$ cat src/common/eap_map.svh
// offsets, lengths, ids, field counts and timing counts of the aiding packet codec
`ifndef EAP_MAP_SVH
`define EAP_MAP_SVH

`define EAP_ID_POSVEL 8'h2C
`define EAP_ID_POS 8'h2D
`define EAP_ID_VEL 8'h2E
`define EAP_ID_BODYVEL 8'h2F
`define EAP_ID_HEADING 8'h30
`define EAP_ID_RUNTIME 8'h31

`define EAP_LEN_POSVEL 8'h3C
`define EAP_LEN_POS 8'h24
`define EAP_LEN_VEL 8'h18
`define EAP_LEN_BODY_SHORT 8'h10
`define EAP_LEN_BODY_LONG 8'h18
`define EAP_LEN_HEADING 8'h08
`define EAP_LEN_RUNTIME 8'h08

`define EAP_BASE_POSVEL 8'h00
`define EAP_BASE_POS 8'h3C
`define EAP_BASE_VEL 8'h60
`define EAP_BASE_BODYVEL 8'h78
`define EAP_BASE_HEADING 8'h90

`define EAP_NF_POSVEL 4'hC
`define EAP_NF_SIX 4'h6
`define EAP_NF_HEADING 4'h2
`define EAP_WIDE_FIELDS 4'h3
`define EAP_WIDE_AREA 8'h18
`define EAP_BODY_SHARED_SD 8'h0C
`define EAP_BODY_SHARED_IDX 4'h4

`define EAP_CLK_NS 40
`define EAP_TICK_NS 1000
`define EAP_USEC_MAX 20'hF_423F

`endif

$ cat src/common/eap_pkg.sv
// types of the aiding packet codec
package eap_pkg;
  typedef enum logic [5:0] {
    S_IDLE = 6'b000001,
    S_RX = 6'b000010,
    S_DEC = 6'b000100,
    S_TXF = 6'b001000,
    S_TXL = 6'b010000,
    S_TXW = 6'b100000
  } eap_state_t;
endpackage : eap_pkg

$ cat src/logic/eap_codec.sv
// aiding packet payload decoder, stored-payload reader and running-time source
//
// Behaviour
// - type 44: 60 bytes, fp64 position, fp32 NED velocity
// - type 44: six fp32 deviations at 36..56
// - type 45: 36 bytes, fp64 position, fp32 deviations
// - type 46: 24 bytes, velocities then deviations
// - type 47: 16 or 24 bytes, body velocities
// - short type 47 shares X deviation across axes
// - type 48: 8 bytes, heading and deviation
// - type 49: read-only seconds and microseconds
// - running time restarts from zero at power on
`timescale 1ns/1ns
`include "eap_map.svh"
module eap_codec
  import eap_pkg::*;
#(
  parameter int AW = 8
) (
  input wire logic core_clk,
  input wire logic nrst,
  input wire logic rxStart,
  input wire logic [7:0] rxId,
  input wire logic [7:0] rxLen,
  input wire logic rxValid,
  input wire logic [7:0] rxData,
  output logic rxDrop,
  output logic fieldValid,
  output logic [7:0] fieldPkt,
  output logic [3:0] fieldIdx,
  output logic [63:0] fieldData,
  output logic fieldWide,
  input wire logic reqValid,
  input wire logic [7:0] reqId,
  output logic reqReady,
  output logic reqNak,
  output logic txValid,
  output logic [7:0] txData,
  output logic txLast,
  input wire logic txReady,
  output logic [31:0] runSec,
  output logic [31:0] runUsec
);
  localparam int unsigned UsCycles = `EAP_TICK_NS / `EAP_CLK_NS;

  function automatic logic [7:0] def_len(input logic [7:0] id);
    case (id)
      `EAP_ID_POSVEL: def_len = `EAP_LEN_POSVEL;
      `EAP_ID_POS: def_len = `EAP_LEN_POS;
      `EAP_ID_VEL: def_len = `EAP_LEN_VEL;
      `EAP_ID_BODYVEL: def_len = `EAP_LEN_BODY_SHORT;
      `EAP_ID_HEADING: def_len = `EAP_LEN_HEADING;
      `EAP_ID_RUNTIME: def_len = `EAP_LEN_RUNTIME;
      default: def_len = 8'h00;
    endcase
  endfunction : def_len

  function automatic logic [7:0] base_of(input logic [7:0] id);
    case (id)
      `EAP_ID_POS: base_of = `EAP_BASE_POS;
      `EAP_ID_VEL: base_of = `EAP_BASE_VEL;
      `EAP_ID_BODYVEL: base_of = `EAP_BASE_BODYVEL;
      `EAP_ID_HEADING: base_of = `EAP_BASE_HEADING;
      default: base_of = `EAP_BASE_POSVEL;
    endcase
  endfunction : base_of

  function automatic logic [3:0] field_cnt(input logic [7:0] id);
    case (id)
      `EAP_ID_POSVEL: field_cnt = `EAP_NF_POSVEL;
      `EAP_ID_HEADING: field_cnt = `EAP_NF_HEADING;
      default: field_cnt = `EAP_NF_SIX;
    endcase
  endfunction : field_cnt

  // position packets lead with three 8-byte fields
  function automatic logic has_wide(input logic [7:0] id, input logic [3:0] idx);
    has_wide = (id == `EAP_ID_POSVEL || id == `EAP_ID_POS) && idx < `EAP_WIDE_FIELDS;
  endfunction : has_wide

  function automatic logic [7:0] field_off(input logic [7:0] id, input logic [3:0] idx, input logic shortBody);
    if (has_wide(id, idx)) begin
      field_off = {1'b0, idx, 3'b000};
    end else if (id == `EAP_ID_POSVEL || id == `EAP_ID_POS) begin
      field_off = 8'(`EAP_WIDE_AREA + {2'b00, idx - `EAP_WIDE_FIELDS, 2'b00});
    end else if (id == `EAP_ID_BODYVEL && shortBody && idx >= `EAP_BODY_SHARED_IDX) begin
      field_off = `EAP_BODY_SHARED_SD;
    end else begin
      field_off = {2'b00, idx, 2'b00};
    end
  endfunction : field_off

  eap_state_t state;
  eap_state_t next_state;
  logic [7:0] curId;
  logic [7:0] curLen;
  logic [7:0] cnt;
  logic [3:0] idx;
  logic [3:0] bc;
  logic [63:0] acc;
  logic [4:0] written;
  logic [7:0] bodyLen;
  logic [63:0] snap;
  logic isTime;
  logic [4:0] div;
  logic [19:0] usec;
  logic [31:0] sec;
  logic [7:0] memRd;

  wire logic [7:0] rxSlot = 8'(rxId - `EAP_ID_POSVEL);
  wire logic [7:0] reqSlot = 8'(reqId - `EAP_ID_POSVEL);
  wire logic rxKnown = rxId >= `EAP_ID_POSVEL && rxId <= `EAP_ID_HEADING;
  wire logic reqKnown = reqId >= `EAP_ID_POSVEL && reqId <= `EAP_ID_HEADING;
  wire logic rxLenOk = rxKnown && (rxLen == def_len(rxId) ||
    (rxId == `EAP_ID_BODYVEL && rxLen == `EAP_LEN_BODY_LONG));
  wire logic takeRx = state == S_IDLE && rxStart && rxLenOk;
  wire logic dropRx = rxStart && (state == S_RX || (state == S_IDLE && !rxLenOk));
  wire logic takeReq = state == S_IDLE && !rxStart && reqValid;
  wire logic reqTime = reqId == `EAP_ID_RUNTIME;
  wire logic reqStored = reqKnown && written[reqSlot[2:0]];
  wire logic rxByte = state == S_RX && rxValid && !rxStart;
  wire logic rxDone = rxByte && cnt == 8'(curLen - 8'h01);
  wire logic shortBody = bodyLen == `EAP_LEN_BODY_SHORT;
  wire logic [3:0] fw = has_wide(curId, idx) ? 4'h8 : 4'h4;
  wire logic [7:0] fOff = field_off(curId, idx, shortBody);
  wire logic decLast = state == S_DEC && bc == fw;
  wire logic decEnd = decLast && idx == 4'(field_cnt(curId) - 4'h1);
  wire logic [2:0] putPos = 3'(bc - 4'h1);
  wire logic txEnd = state == S_TXW && txReady && cnt == 8'(curLen - 8'h01);
  wire logic [7:0] memWaddr = 8'(base_of(curId) + cnt);
  wire logic [7:0] memRaddr = 8'(base_of(curId) + (state == S_DEC ? 8'(fOff + {4'h0, bc}) : cnt));
  wire logic tick = div == 5'(UsCycles - 1);
  wire logic secWrap = tick && usec == `EAP_USEC_MAX;

  // little-endian assembly of the byte that just left the store
  function automatic logic [63:0] put_byte(input logic [63:0] a, input logic [2:0] pos, input logic [7:0] b);
    logic [63:0] r;
    r = a;
    r[{pos, 3'b000} +: 8] = b;
    put_byte = r;
  endfunction : put_byte

  wire logic [63:0] nextAcc = put_byte(acc, putPos, memRd);

  always_comb begin
    next_state = state;
    unique case (state)
      S_IDLE: begin
        if (takeRx) begin
          next_state = S_RX;
        end else if (takeReq && (reqTime || reqStored)) begin
          next_state = S_TXF;
        end
      end
      S_RX: begin
        if (rxStart) begin
          next_state = S_IDLE;
        end else if (rxDone) begin
          next_state = S_DEC;
        end
      end
      S_DEC: next_state = decEnd ? S_IDLE : S_DEC;
      S_TXF: next_state = S_TXL;
      S_TXL: next_state = S_TXW;
      S_TXW: begin
        if (txEnd) begin
          next_state = S_IDLE;
        end else if (txReady) begin
          next_state = S_TXF;
        end
      end
      default: next_state = S_IDLE;
    endcase
  end

  eap_mem #(.AW(AW), .DW(8)) u_mem (
    .clk(core_clk),
    .wrEn(rxByte),
    .wrAddr(memWaddr),
    .wrData(rxData),
    .rdAddr(memRaddr),
    .rdData(memRd)
  );

  // running time from power on
  always_ff @(posedge core_clk or negedge nrst) begin
    if (!nrst) begin
      div <= 5'h00;
      usec <= 20'h0_0000;
      sec <= 32'h0000_0000;
    end else begin
      div <= tick ? 5'h00 : 5'(div + 5'h01);
      if (tick) begin
        usec <= secWrap ? 20'h0_0000 : 20'(usec + 20'h0_0001);
      end
      if (secWrap) begin
        sec <= 32'(sec + 32'h0000_0001);
      end
    end
  end

  always_ff @(posedge core_clk or negedge nrst) begin
    if (!nrst) begin
      runSec <= 32'h0000_0000;
      runUsec <= 32'h0000_0000;
    end else begin
      runSec <= sec;
      runUsec <= {12'h000, usec};
    end
  end

  always_ff @(posedge core_clk or negedge nrst) begin
    if (!nrst) begin
      state <= S_IDLE;
      reqReady <= 1'b0;
      curId <= 8'h00;
      curLen <= 8'h00;
      cnt <= 8'h00;
      written <= 5'h00;
      bodyLen <= `EAP_LEN_BODY_SHORT;
      isTime <= 1'b0;
      snap <= 64'h0000_0000_0000_0000;
      rxDrop <= 1'b0;
      reqNak <= 1'b0;
    end else begin
      state <= next_state;
      reqReady <= next_state == S_IDLE;
      rxDrop <= dropRx;
      reqNak <= takeReq && !reqTime && !reqStored;
      if (takeRx) begin
        curId <= rxId;
        curLen <= rxLen;
        cnt <= 8'h00;
        written[rxSlot[2:0]] <= 1'b0;
        if (rxId == `EAP_ID_BODYVEL) begin
          bodyLen <= rxLen;
        end
      end else if (takeReq && (reqTime || reqStored)) begin
        curId <= reqId;
        curLen <= reqTime ? `EAP_LEN_RUNTIME : (reqId == `EAP_ID_BODYVEL ? bodyLen : def_len(reqId));
        cnt <= 8'h00;
        isTime <= reqTime;
        snap <= {runUsec, runSec};
      end else if (rxDone) begin
        written[curId[2:0] - 3'(`EAP_ID_POSVEL)] <= 1'b1;
      end else if (rxByte || (state == S_TXW && txReady && !txEnd)) begin
        cnt <= 8'(cnt + 8'h01);
      end
    end
  end

  // field walk over the stored payload
  always_ff @(posedge core_clk or negedge nrst) begin
    if (!nrst) begin
      idx <= 4'h0;
      bc <= 4'h0;
      acc <= 64'h0000_0000_0000_0000;
      fieldValid <= 1'b0;
      fieldPkt <= 8'h00;
      fieldIdx <= 4'h0;
      fieldData <= 64'h0000_0000_0000_0000;
      fieldWide <= 1'b0;
    end else begin
      fieldValid <= decLast;
      if (state != S_DEC) begin
        idx <= 4'h0;
        bc <= 4'h0;
        acc <= 64'h0000_0000_0000_0000;
      end else if (decLast) begin
        fieldPkt <= curId;
        fieldIdx <= idx;
        fieldData <= nextAcc;
        fieldWide <= fw == 4'h8;
        idx <= 4'(idx + 4'h1);
        bc <= 4'h0;
        acc <= 64'h0000_0000_0000_0000;
      end else begin
        if (bc != 4'h0) begin
          acc <= nextAcc;
        end
        bc <= 4'(bc + 4'h1);
      end
    end
  end

  // read answer, one byte per handshake
  always_ff @(posedge core_clk or negedge nrst) begin
    if (!nrst) begin
      txValid <= 1'b0;
      txData <= 8'h00;
      txLast <= 1'b0;
    end else if (state == S_TXL) begin
      txValid <= 1'b1;
      txData <= isTime ? snap[{cnt[2:0], 3'b000} +: 8] : memRd;
      txLast <= cnt == 8'(curLen - 8'h01);
    end else if (state == S_TXW && txReady) begin
      txValid <= 1'b0;
      txLast <= 1'b0;
    end
  end
endmodule : eap_codec

$ cat src/logic/eap_mem.sv
// payload byte store with registered read data
`timescale 1ns/1ns
module eap_mem #(
  parameter int AW = 8,
  parameter int DW = 8
) (
  input wire logic clk,
  input wire logic wrEn,
  input wire logic [AW-1:0] wrAddr,
  input wire logic [DW-1:0] wrData,
  input wire logic [AW-1:0] rdAddr,
  output logic [DW-1:0] rdData
);
  logic [DW-1:0] store [0:(2**AW)-1];

  always_ff @(posedge clk) begin
    if (wrEn) begin
      store[wrAddr] <= wrData;
    end
    rdData <= store[rdAddr];
  end
endmodule : eap_mem

$ cat config.mk
export PLATFORM = sky130hd
export DESIGN_NAME = eap_codec
export DESIGN_NICKNAME = d
export VERILOG_FILES = /design/src/common/eap_pkg.sv /design/src/logic/eap_codec.sv /design/src/logic/eap_mem.sv
export VERILOG_INCLUDE_DIRS = /design/src /design/src/common
export SDC_FILE = /design/constraint.sdc
export NUM_CORES = 2
export LEC_CHECK = 0
export BUFFER_PORTS_ARGS = -buffer_cell sky130_fd_sc_hd__buf_2
export CORE_UTILIZATION = 25
export DETAILED_ROUTE_END_ITERATION = 8
export GPL_ROUTABILITY_DRIVEN = 0
export PLACE_DENSITY = 0.45
export SLEW_MARGIN = 20
export SYNTH_ARGS = -nofsm -noshare
export SYNTH_HDL_FRONTEND = slang
export SYNTH_SLANG_ARGS = --single-unit
$ cat constraint.sdc
create_clock -name core_clk -period 6.75 [get_ports core_clk]
set_clock_uncertainty 0.1 [all_clocks]
set_input_delay 1.0125 -clock core_clk [delete_from_list [all_inputs] [get_ports core_clk]]
set_output_delay 1.0125 -clock core_clk [all_outputs]
set_load 0.01 [all_outputs]
-- After elaboration in Yosys (flattened, before gate mapping)
Memories as Yosys holds them, arrays and structs flattened. A register that Yosys moved wholly into a read port is not among the register bits.
Index checks and enable logic that the tools add are counted.
Widths: inputs -> output; s select.
- bitwise logic cells: 5
- shift operators: 3
- equality and inequality tests: 36
- add/sub/neg operators: 18
- reductions and logical operators: 51
- magnitude comparators: 11
- multiplexer cells: 52
- operator list (kind ; count):
    $mux 64 ; 3
    $eq 8x6->1 const B ; 17
    $mux 8 ; 12
    $bwmux 64 ; 1
    $shift 8x8->64 const A ; 1
    $shiftx 64x7->8 ; 1
    $shiftx 8x8->64 ; 1
    $mux 6 ; 7
    $pmux 6 s6 ; 1
    $add 32x1->32 const B ; 1
    $pmux 8 s4 ; 1
    $pmux 6 s5 ; 1
    $logic_and 1x1->1 ; 28
    $pmux 6 s4 ; 1
    $add 20x1->20 const B ; 1
    $eq 20x20->1 const B ; 1
    $mux 20 ; 1
    $mux 4 ; 5
    $mux 5 ; 4
    $add 8x8->8 ; 2
    $eq 8x5->1 const B ; 2
    $eq 8x8->1 ; 2
    $ge 8x6->1 const B ; 2
    $le 8x6->1 const B ; 2
    44 further kinds ; 78
- logic and storage cells: 204
- bits of input ports: 38
- bits in registers: 368
- memories: 1
- RAM bits: 2048
- memories (memory ; words ; width ; rd ports ; clocked after Yosys merged registers in ; write ports ; RTL line ; source):
    u_mem.store ; 256 ; 8 ; 1 ; 1 ; 1 ; eap_mem.sv:14 ; logic [DW-1:0] store [0:(2**AW)-1];

-- Depth between registers and ports, before layout
- depth after elaboration: 10
- gate-level depth with buffers: 24

-- By module
Synthesis repeated with hierarchy kept, for this count alone.
- cells, all modules: 5314
- area total of the unflattened synthesis: 96797.8 µm²
- modules (own cells, without submodules) (module ; cells an instance ; instances ; sequential area each (µm²) ; area an instance (µm²)):
    eap_mem ; 3733 ; 1 ; 61659.1 ; 79556.3
    eap_codec ; 1581 ; 1 ; 9211.3 ; 17241.5

-- Least setup slack after synthesis
No wires, ideal clock.
- path kind: reg2reg
- start point: register curId[7]
- end point: register u_mem.rdData[5], read port of u_mem.store
- clock period less this slack: 4924 ps
- stages on the path, launching flop included: 24
- arrival: 4691 ps
- path buffers: 2
- slack: 1826 ps
- cell sequence: dfrtp_1 nor2_1 nand2_1 nor4_1 nand4_1 nor2_1 o21ai_0 o21ai_0 ha_1 fa_1 mux2_2 ha_1 a211oi_1 or3b_1 clkbuf_1 nand2b_1 a21oi_1 xnor2_1 xnor2_1 clkbuf_1 nand3_1 or3_1 o211ai_1 nor4_2
- cells in the longest elaborated chain, start to end: 9
- ends and longest elaborated chain (element ; RTL line ; source):
    from (decl) ; eap_codec.sv:95 ; logic [7:0] curId;
    from (signal assigned) ; eap_codec.sv:231 ; curId <= rxId;
    from (signal assigned) ; eap_codec.sv:239 ; curId <= reqId;
    $eq 8x6->1 ; eap_codec.sv:59 ; case (id)
    $logic_and 1x1->1 ; eap_codec.sv:86 ; end else if (id == `EAP_ID_BODYVEL && shortBody && idx >= `EAP_BODY_SHARED_IDX) begin
    $logic_and 1x1->1 (no line) ; - ;
    $mux 6 ; eap_codec.sv:86 ;
    $mux 7 ; eap_codec.sv:84 ; end else if (id == `EAP_ID_POSVEL || id == `EAP_ID_POS) begin
    $mux 7 ; eap_codec.sv:82 ; if (has_wide(id, idx)) begin
    $add 7x4->8 ; eap_codec.sv:131 ; wire logic [7:0] memRaddr = 8'(base_of(curId) + (state == S_DEC ? 8'(fOff + {4'h0, bc}) : cnt));
    $mux 8 ; eap_codec.sv:131 ;
    $add 8x8->8 (*) ; eap_codec.sv:131 ;
    to (decl) ; eap_mem.sv:12 ; output logic [DW-1:0] rdData
Mark *: on every way between the ends. The rest lies on a longest branch, timed or not.
A chain may end at the register's enable or synchronous reset.

-- Final worst setup path
- start point: register idx[0]
- end point: register u_mem.rdData[3], read port of u_mem.store
- cells in the longest elaborated chain, start to end: 8
- ends and longest elaborated chain (element ; RTL line ; source):
    from (decl) ; eap_codec.sv:98 ; logic [3:0] idx;
    from (signal assigned) ; eap_codec.sv:274 ; idx <= 4'(idx + 4'h1);
    branches (longest 4 deep; another with $add 5x6->7) ; - ;
    $mux 7 (*) ; eap_codec.sv:82 ;
    $add 7x4->8 (*) ; eap_codec.sv:131 ;
    $mux 8 (*) ; eap_codec.sv:131 ;
    $add 8x8->8 (*) ; eap_codec.sv:131 ;
Every way passes the cells marked *.

==> results.sh <==
export IMPL_power_density_nw_per_um2=269.6
export IMPL_r2r_end="u_mem.rdData[3]"
export IMPL_hold_buffers=0
export IMPL_endpoint_kind="flop"
export IMPL_hold_viol_final=0
export IMPL_finalMaxSlewViolations=0
export IMPL_synth_seq_cells=2424
export IMPL_period_needed_ns=6.418
export IMPL_grt_use_total=0.1703
export IMPL_synth_top_family_by_area="simple AND/OR/NAND/NOR gates"
export IMPL_grt_max_degree=171
export IMPL_synth_flop_cell="edfxtp_1"
export IMPL_grt_pass1_wl_mm=493.0
export IMPL_fmax_mhz=155.8
export IMPL_cts_root_buf="clkbuf_16"
export IMPL_switching_share=0.2155
export IMPL_cts_sinks=2424
export IMPL_slew_headroom=0.1095
export IMPL_postCtsSetupRepairBufs=0
export IMPL_met1_usage=0.2270
export IMPL_yosys_area_share_simple=0.1189
export IMPL_drive_gt1_frac=0.1232
export IMPL_cts_tree="done"
export IMPL_synth_top_area_share=0.6223
export IMPL_die_w_um=630.8
export IMPL_dp_cells=12794
export IMPL_final_common_cell="edfxtp_1"
export IMPL_required_ns=7.42
export IMPL_worst_ir_drop_vdd_mv=0.1916
export IMPL_yosys_area_top_type="edfxtp_1"
export IMPL_netlist_cell_type_count=101
export IMPL_yosysSeqAreaShare=0.7171
export IMPL_post_drt_wl_per_cell_um=26.27
export IMPL_use_met3=0.03004
export IMPL_synthToLayoutAreaGrowth_pct=17.35
export IMPL_synth_area_leaders="edfxtp_1 (62%), dfrtp_1 (9.3%), nand2_1 (5.9%), mux2i_1 (4.1%), a21oi_1 (2.2%)"
export IMPL_row_count=230
export IMPL_status="finished clean"
export IMPL_hold_ws_ns=0.09010
export IMPL_crit_arrival_ns=7.08
export IMPL_drv_cap=0
export IMPL_ys_async_sr_fraction=0.1518
export IMPL_antenna_found_initial=12
export IMPL_dp_hpwl_mm=217.3
export IMPL_grt_overflow=0
export IMPL_fin_cells=13263
export IMPL_grt_use_met2=0.2758
export IMPL_numCtsBuffers=273
export IMPL_leakagePower_nw=39.96
export IMPL_clock_power_share=0.452
export IMPL_syn_instance_count=7516
export IMPL_first_iter_violations=6836
export IMPL_synth_edff_count=2048
export IMPL_internal_power_mw=24.53
export IMPL_dieArea_um2=397800
export IMPL_firstDrtPassIters=5
export IMPL_tightest_slew_ns=1.336
export IMPL_switching_power_mw=6.739
export IMPL_die_h_um=630.8
export IMPL_hp_class="in -> async"
export IMPL_rsz0062_at_grt="false"
export IMPL_core_area_um2=393100
export IMPL_yosysWarningCount=0
export IMPL_synth_xor_area_share=0.008419
export IMPL_clk_latency_ns=0.89
export IMPL_r2r_start="idx[0]"
export IMPL_synth_fa_ha_area_frac=0.004785
export IMPL_syn_area_um2=98830
export IMPL_final_cell_mix="edfxtp_1 (2048), nand2_1 (1549), nor2_1 (541)"
export IMPL_rrSetupSlack_ns=0.33
export IMPL_setup_viol=0
export IMPL_synth_compound_area_frac=0.08202
export IMPL_cts_buffer_depth=4
export IMPL_grt_pass1_vias=63608
export IMPL_clk_pin_slew_ns=0.06
export IMPL_seq_power_share=0.520
export IMPL_io_buffers=180
export IMPL_wl_mm=348.4
export IMPL_vias_per_cell=4.906
export IMPL_io_pins=193
export IMPL_initial_core_util=0.2514
export IMPL_nets=7923
export IMPL_grt_busiest_layer="met2"
export IMPL_synthMuxAreaShare=0.04442
export IMPL_crit_fanout=11
export IMPL_tns_ns=0
export IMPL_critical_path_class="reg -> reg"
export IMPL_r2r_cells=21
export IMPL_antenna_left=0
export IMPL_total_power_mw=31.27
export IMPL_combPwrFrac=0.028
export IMPL_cts_htree_levels=5
export IMPL_drc=0
export IMPL_finalCritPeriodShare=0.9508
export IMPL_avgSynthCellArea_um2=13.15
export IMPL_vias=65063
export IMPL_cp_start_kind="flop"
-- cells in the mapped netlist (all sizes together), types with 10 or more instances --
master and number:
and3 78, a31o 10, edfxtp 2048, clkbuf 236
nand2 1555, a211oi 38, mux4 11, nand3 358
mux2i 406, inv 35, a21boi 13, a2111oi 25
a32oi 30, nor2b 16, nand4 49, o211ai 21
ha 33, a32o 31, dfrtp 366, xnor2 64
a31oi 76, a21o 10, a221oi 84, buf 255
o221ai 76, xor2 31, nor3 69, o22ai 27
o21ai 196, nor2 544, or3 10, a21oi 442
a22oi 24, and2 19, nor4 24, a221o 20
a311oi 15
-- final cells by class --
type	instances	area [um^2]
Multi-Input combinational cell	4575	25910
Tap cell	5220	6531
Clock buffer	350	7370
Antenna cell	7	17.52
Sequential cell	2424	70870
Fill cell	39746	277100
Clock inverter	112	869.6
Inverter	37	143.9
Timing Repair Buffer	538	4268
-- worst max-delay path: stages, from the launching register on --
cell      delay (ns)
dfrtp_1         0.51
ha_1            0.34
or3_1           0.42
nand2_1         0.12
o21ai_0         0.09
ha_1            0.24
fa_1            0.44
xnor2_1         0.15
o21ai_0         0.37
ha_1            0.38
nor2_1          0.11
or3b_1          0.45
nand2b_1        0.11
a21oi_1         0.08
xnor2_1         0.27
xnor2_2         0.23
nor2_1          0.68
buf_4           0.23
o311ai_0        0.19
nor3_1          0.53
buf_4           0.23
nor4b_2         0.05
-- worst max path at each step --
stage | end | start | slack [ns]
finish | u_mem.rdData[3] | idx[0] | 0.33
global route | u_mem.rdData[3] | idx[0] | 0.11
CTS | u_mem.rdData[4] | idx[0] | 0.33
detailed placement | u_mem.rdData[4] | idx[0] | 0.33
global placement | u_mem.rdData[4] | curId[7] | 0.25
floorplan | u_mem.rdData[5] | curId[7] | 1.83
-- power by group through the flow --
stage	logic, mW	clock network (mW)	registers [mW]
floorplan	0.348	0	16.6
global placement	0.867	0	16.6
detailed placement	0.877	0	16.6
CTS	0.878	14.4	16.3
global route	0.927	15.0	16.3
finish	0.867	14.1	16.3
-- metrics by stage --
stage	util	cell area, um^2	setup slack, ns
after global placement	0.2738	107600	0.2502
final	0.2950	116000	0.3319
after CTS	0.2949	115900	0.3347
after floorplan	-	98870	1.826
after global routing	0.2950	116000	0.1051
after detailed placement	0.2740	107700	0.3344
-- state kept, by name (all words and copies together) (netlist names), 4 cells and up --
| register | cells |
|---|---|
| acc | 64 |
| bc | 4 |
| bodyLen | 8 |
| cnt | 8 |
| curId | 8 |
| curLen | 8 |
| div | 5 |
| fieldData | 64 |
| fieldIdx | 4 |
| fieldPkt | 8 |
| idx | 4 |
| runSec | 32 |
| runUsec | 20 |
| sec | 32 |
| snap | 52 |
| state | 6 |
| txData | 8 |
| u_mem.rdData | 8 |
| u_mem.store | 2048 |
| usec | 20 |
| written | 5 |
-- routing by layer --
layer	share of wire	wire [um]
met5	0	0
met3	0.069	23970
met1	0.42	146900
met2	0.47	163100
met4	0.041	14350
-- cells by family (layout without fill, tap and decap cells) --
family / after synthesis / after routing
xor gates and xnor gates: 95 / 95
muxes: 424 / 424
adders and majority gates: 36 / 36
buffers and inverters: 528 / 1037
other: 1 / 19
and+or+nand+nor: 2777 / 2777
AOI/OAI and AO/OA: 1231 / 1231
DFF: 2424 / 2424
-- timing repair --
action                     in CTS  in global routing
setup endpoints to repair       0                  1
hold endpoints to repair        0                  0
resized for setup               0                  1
Power figures use the tool's default switching activity.
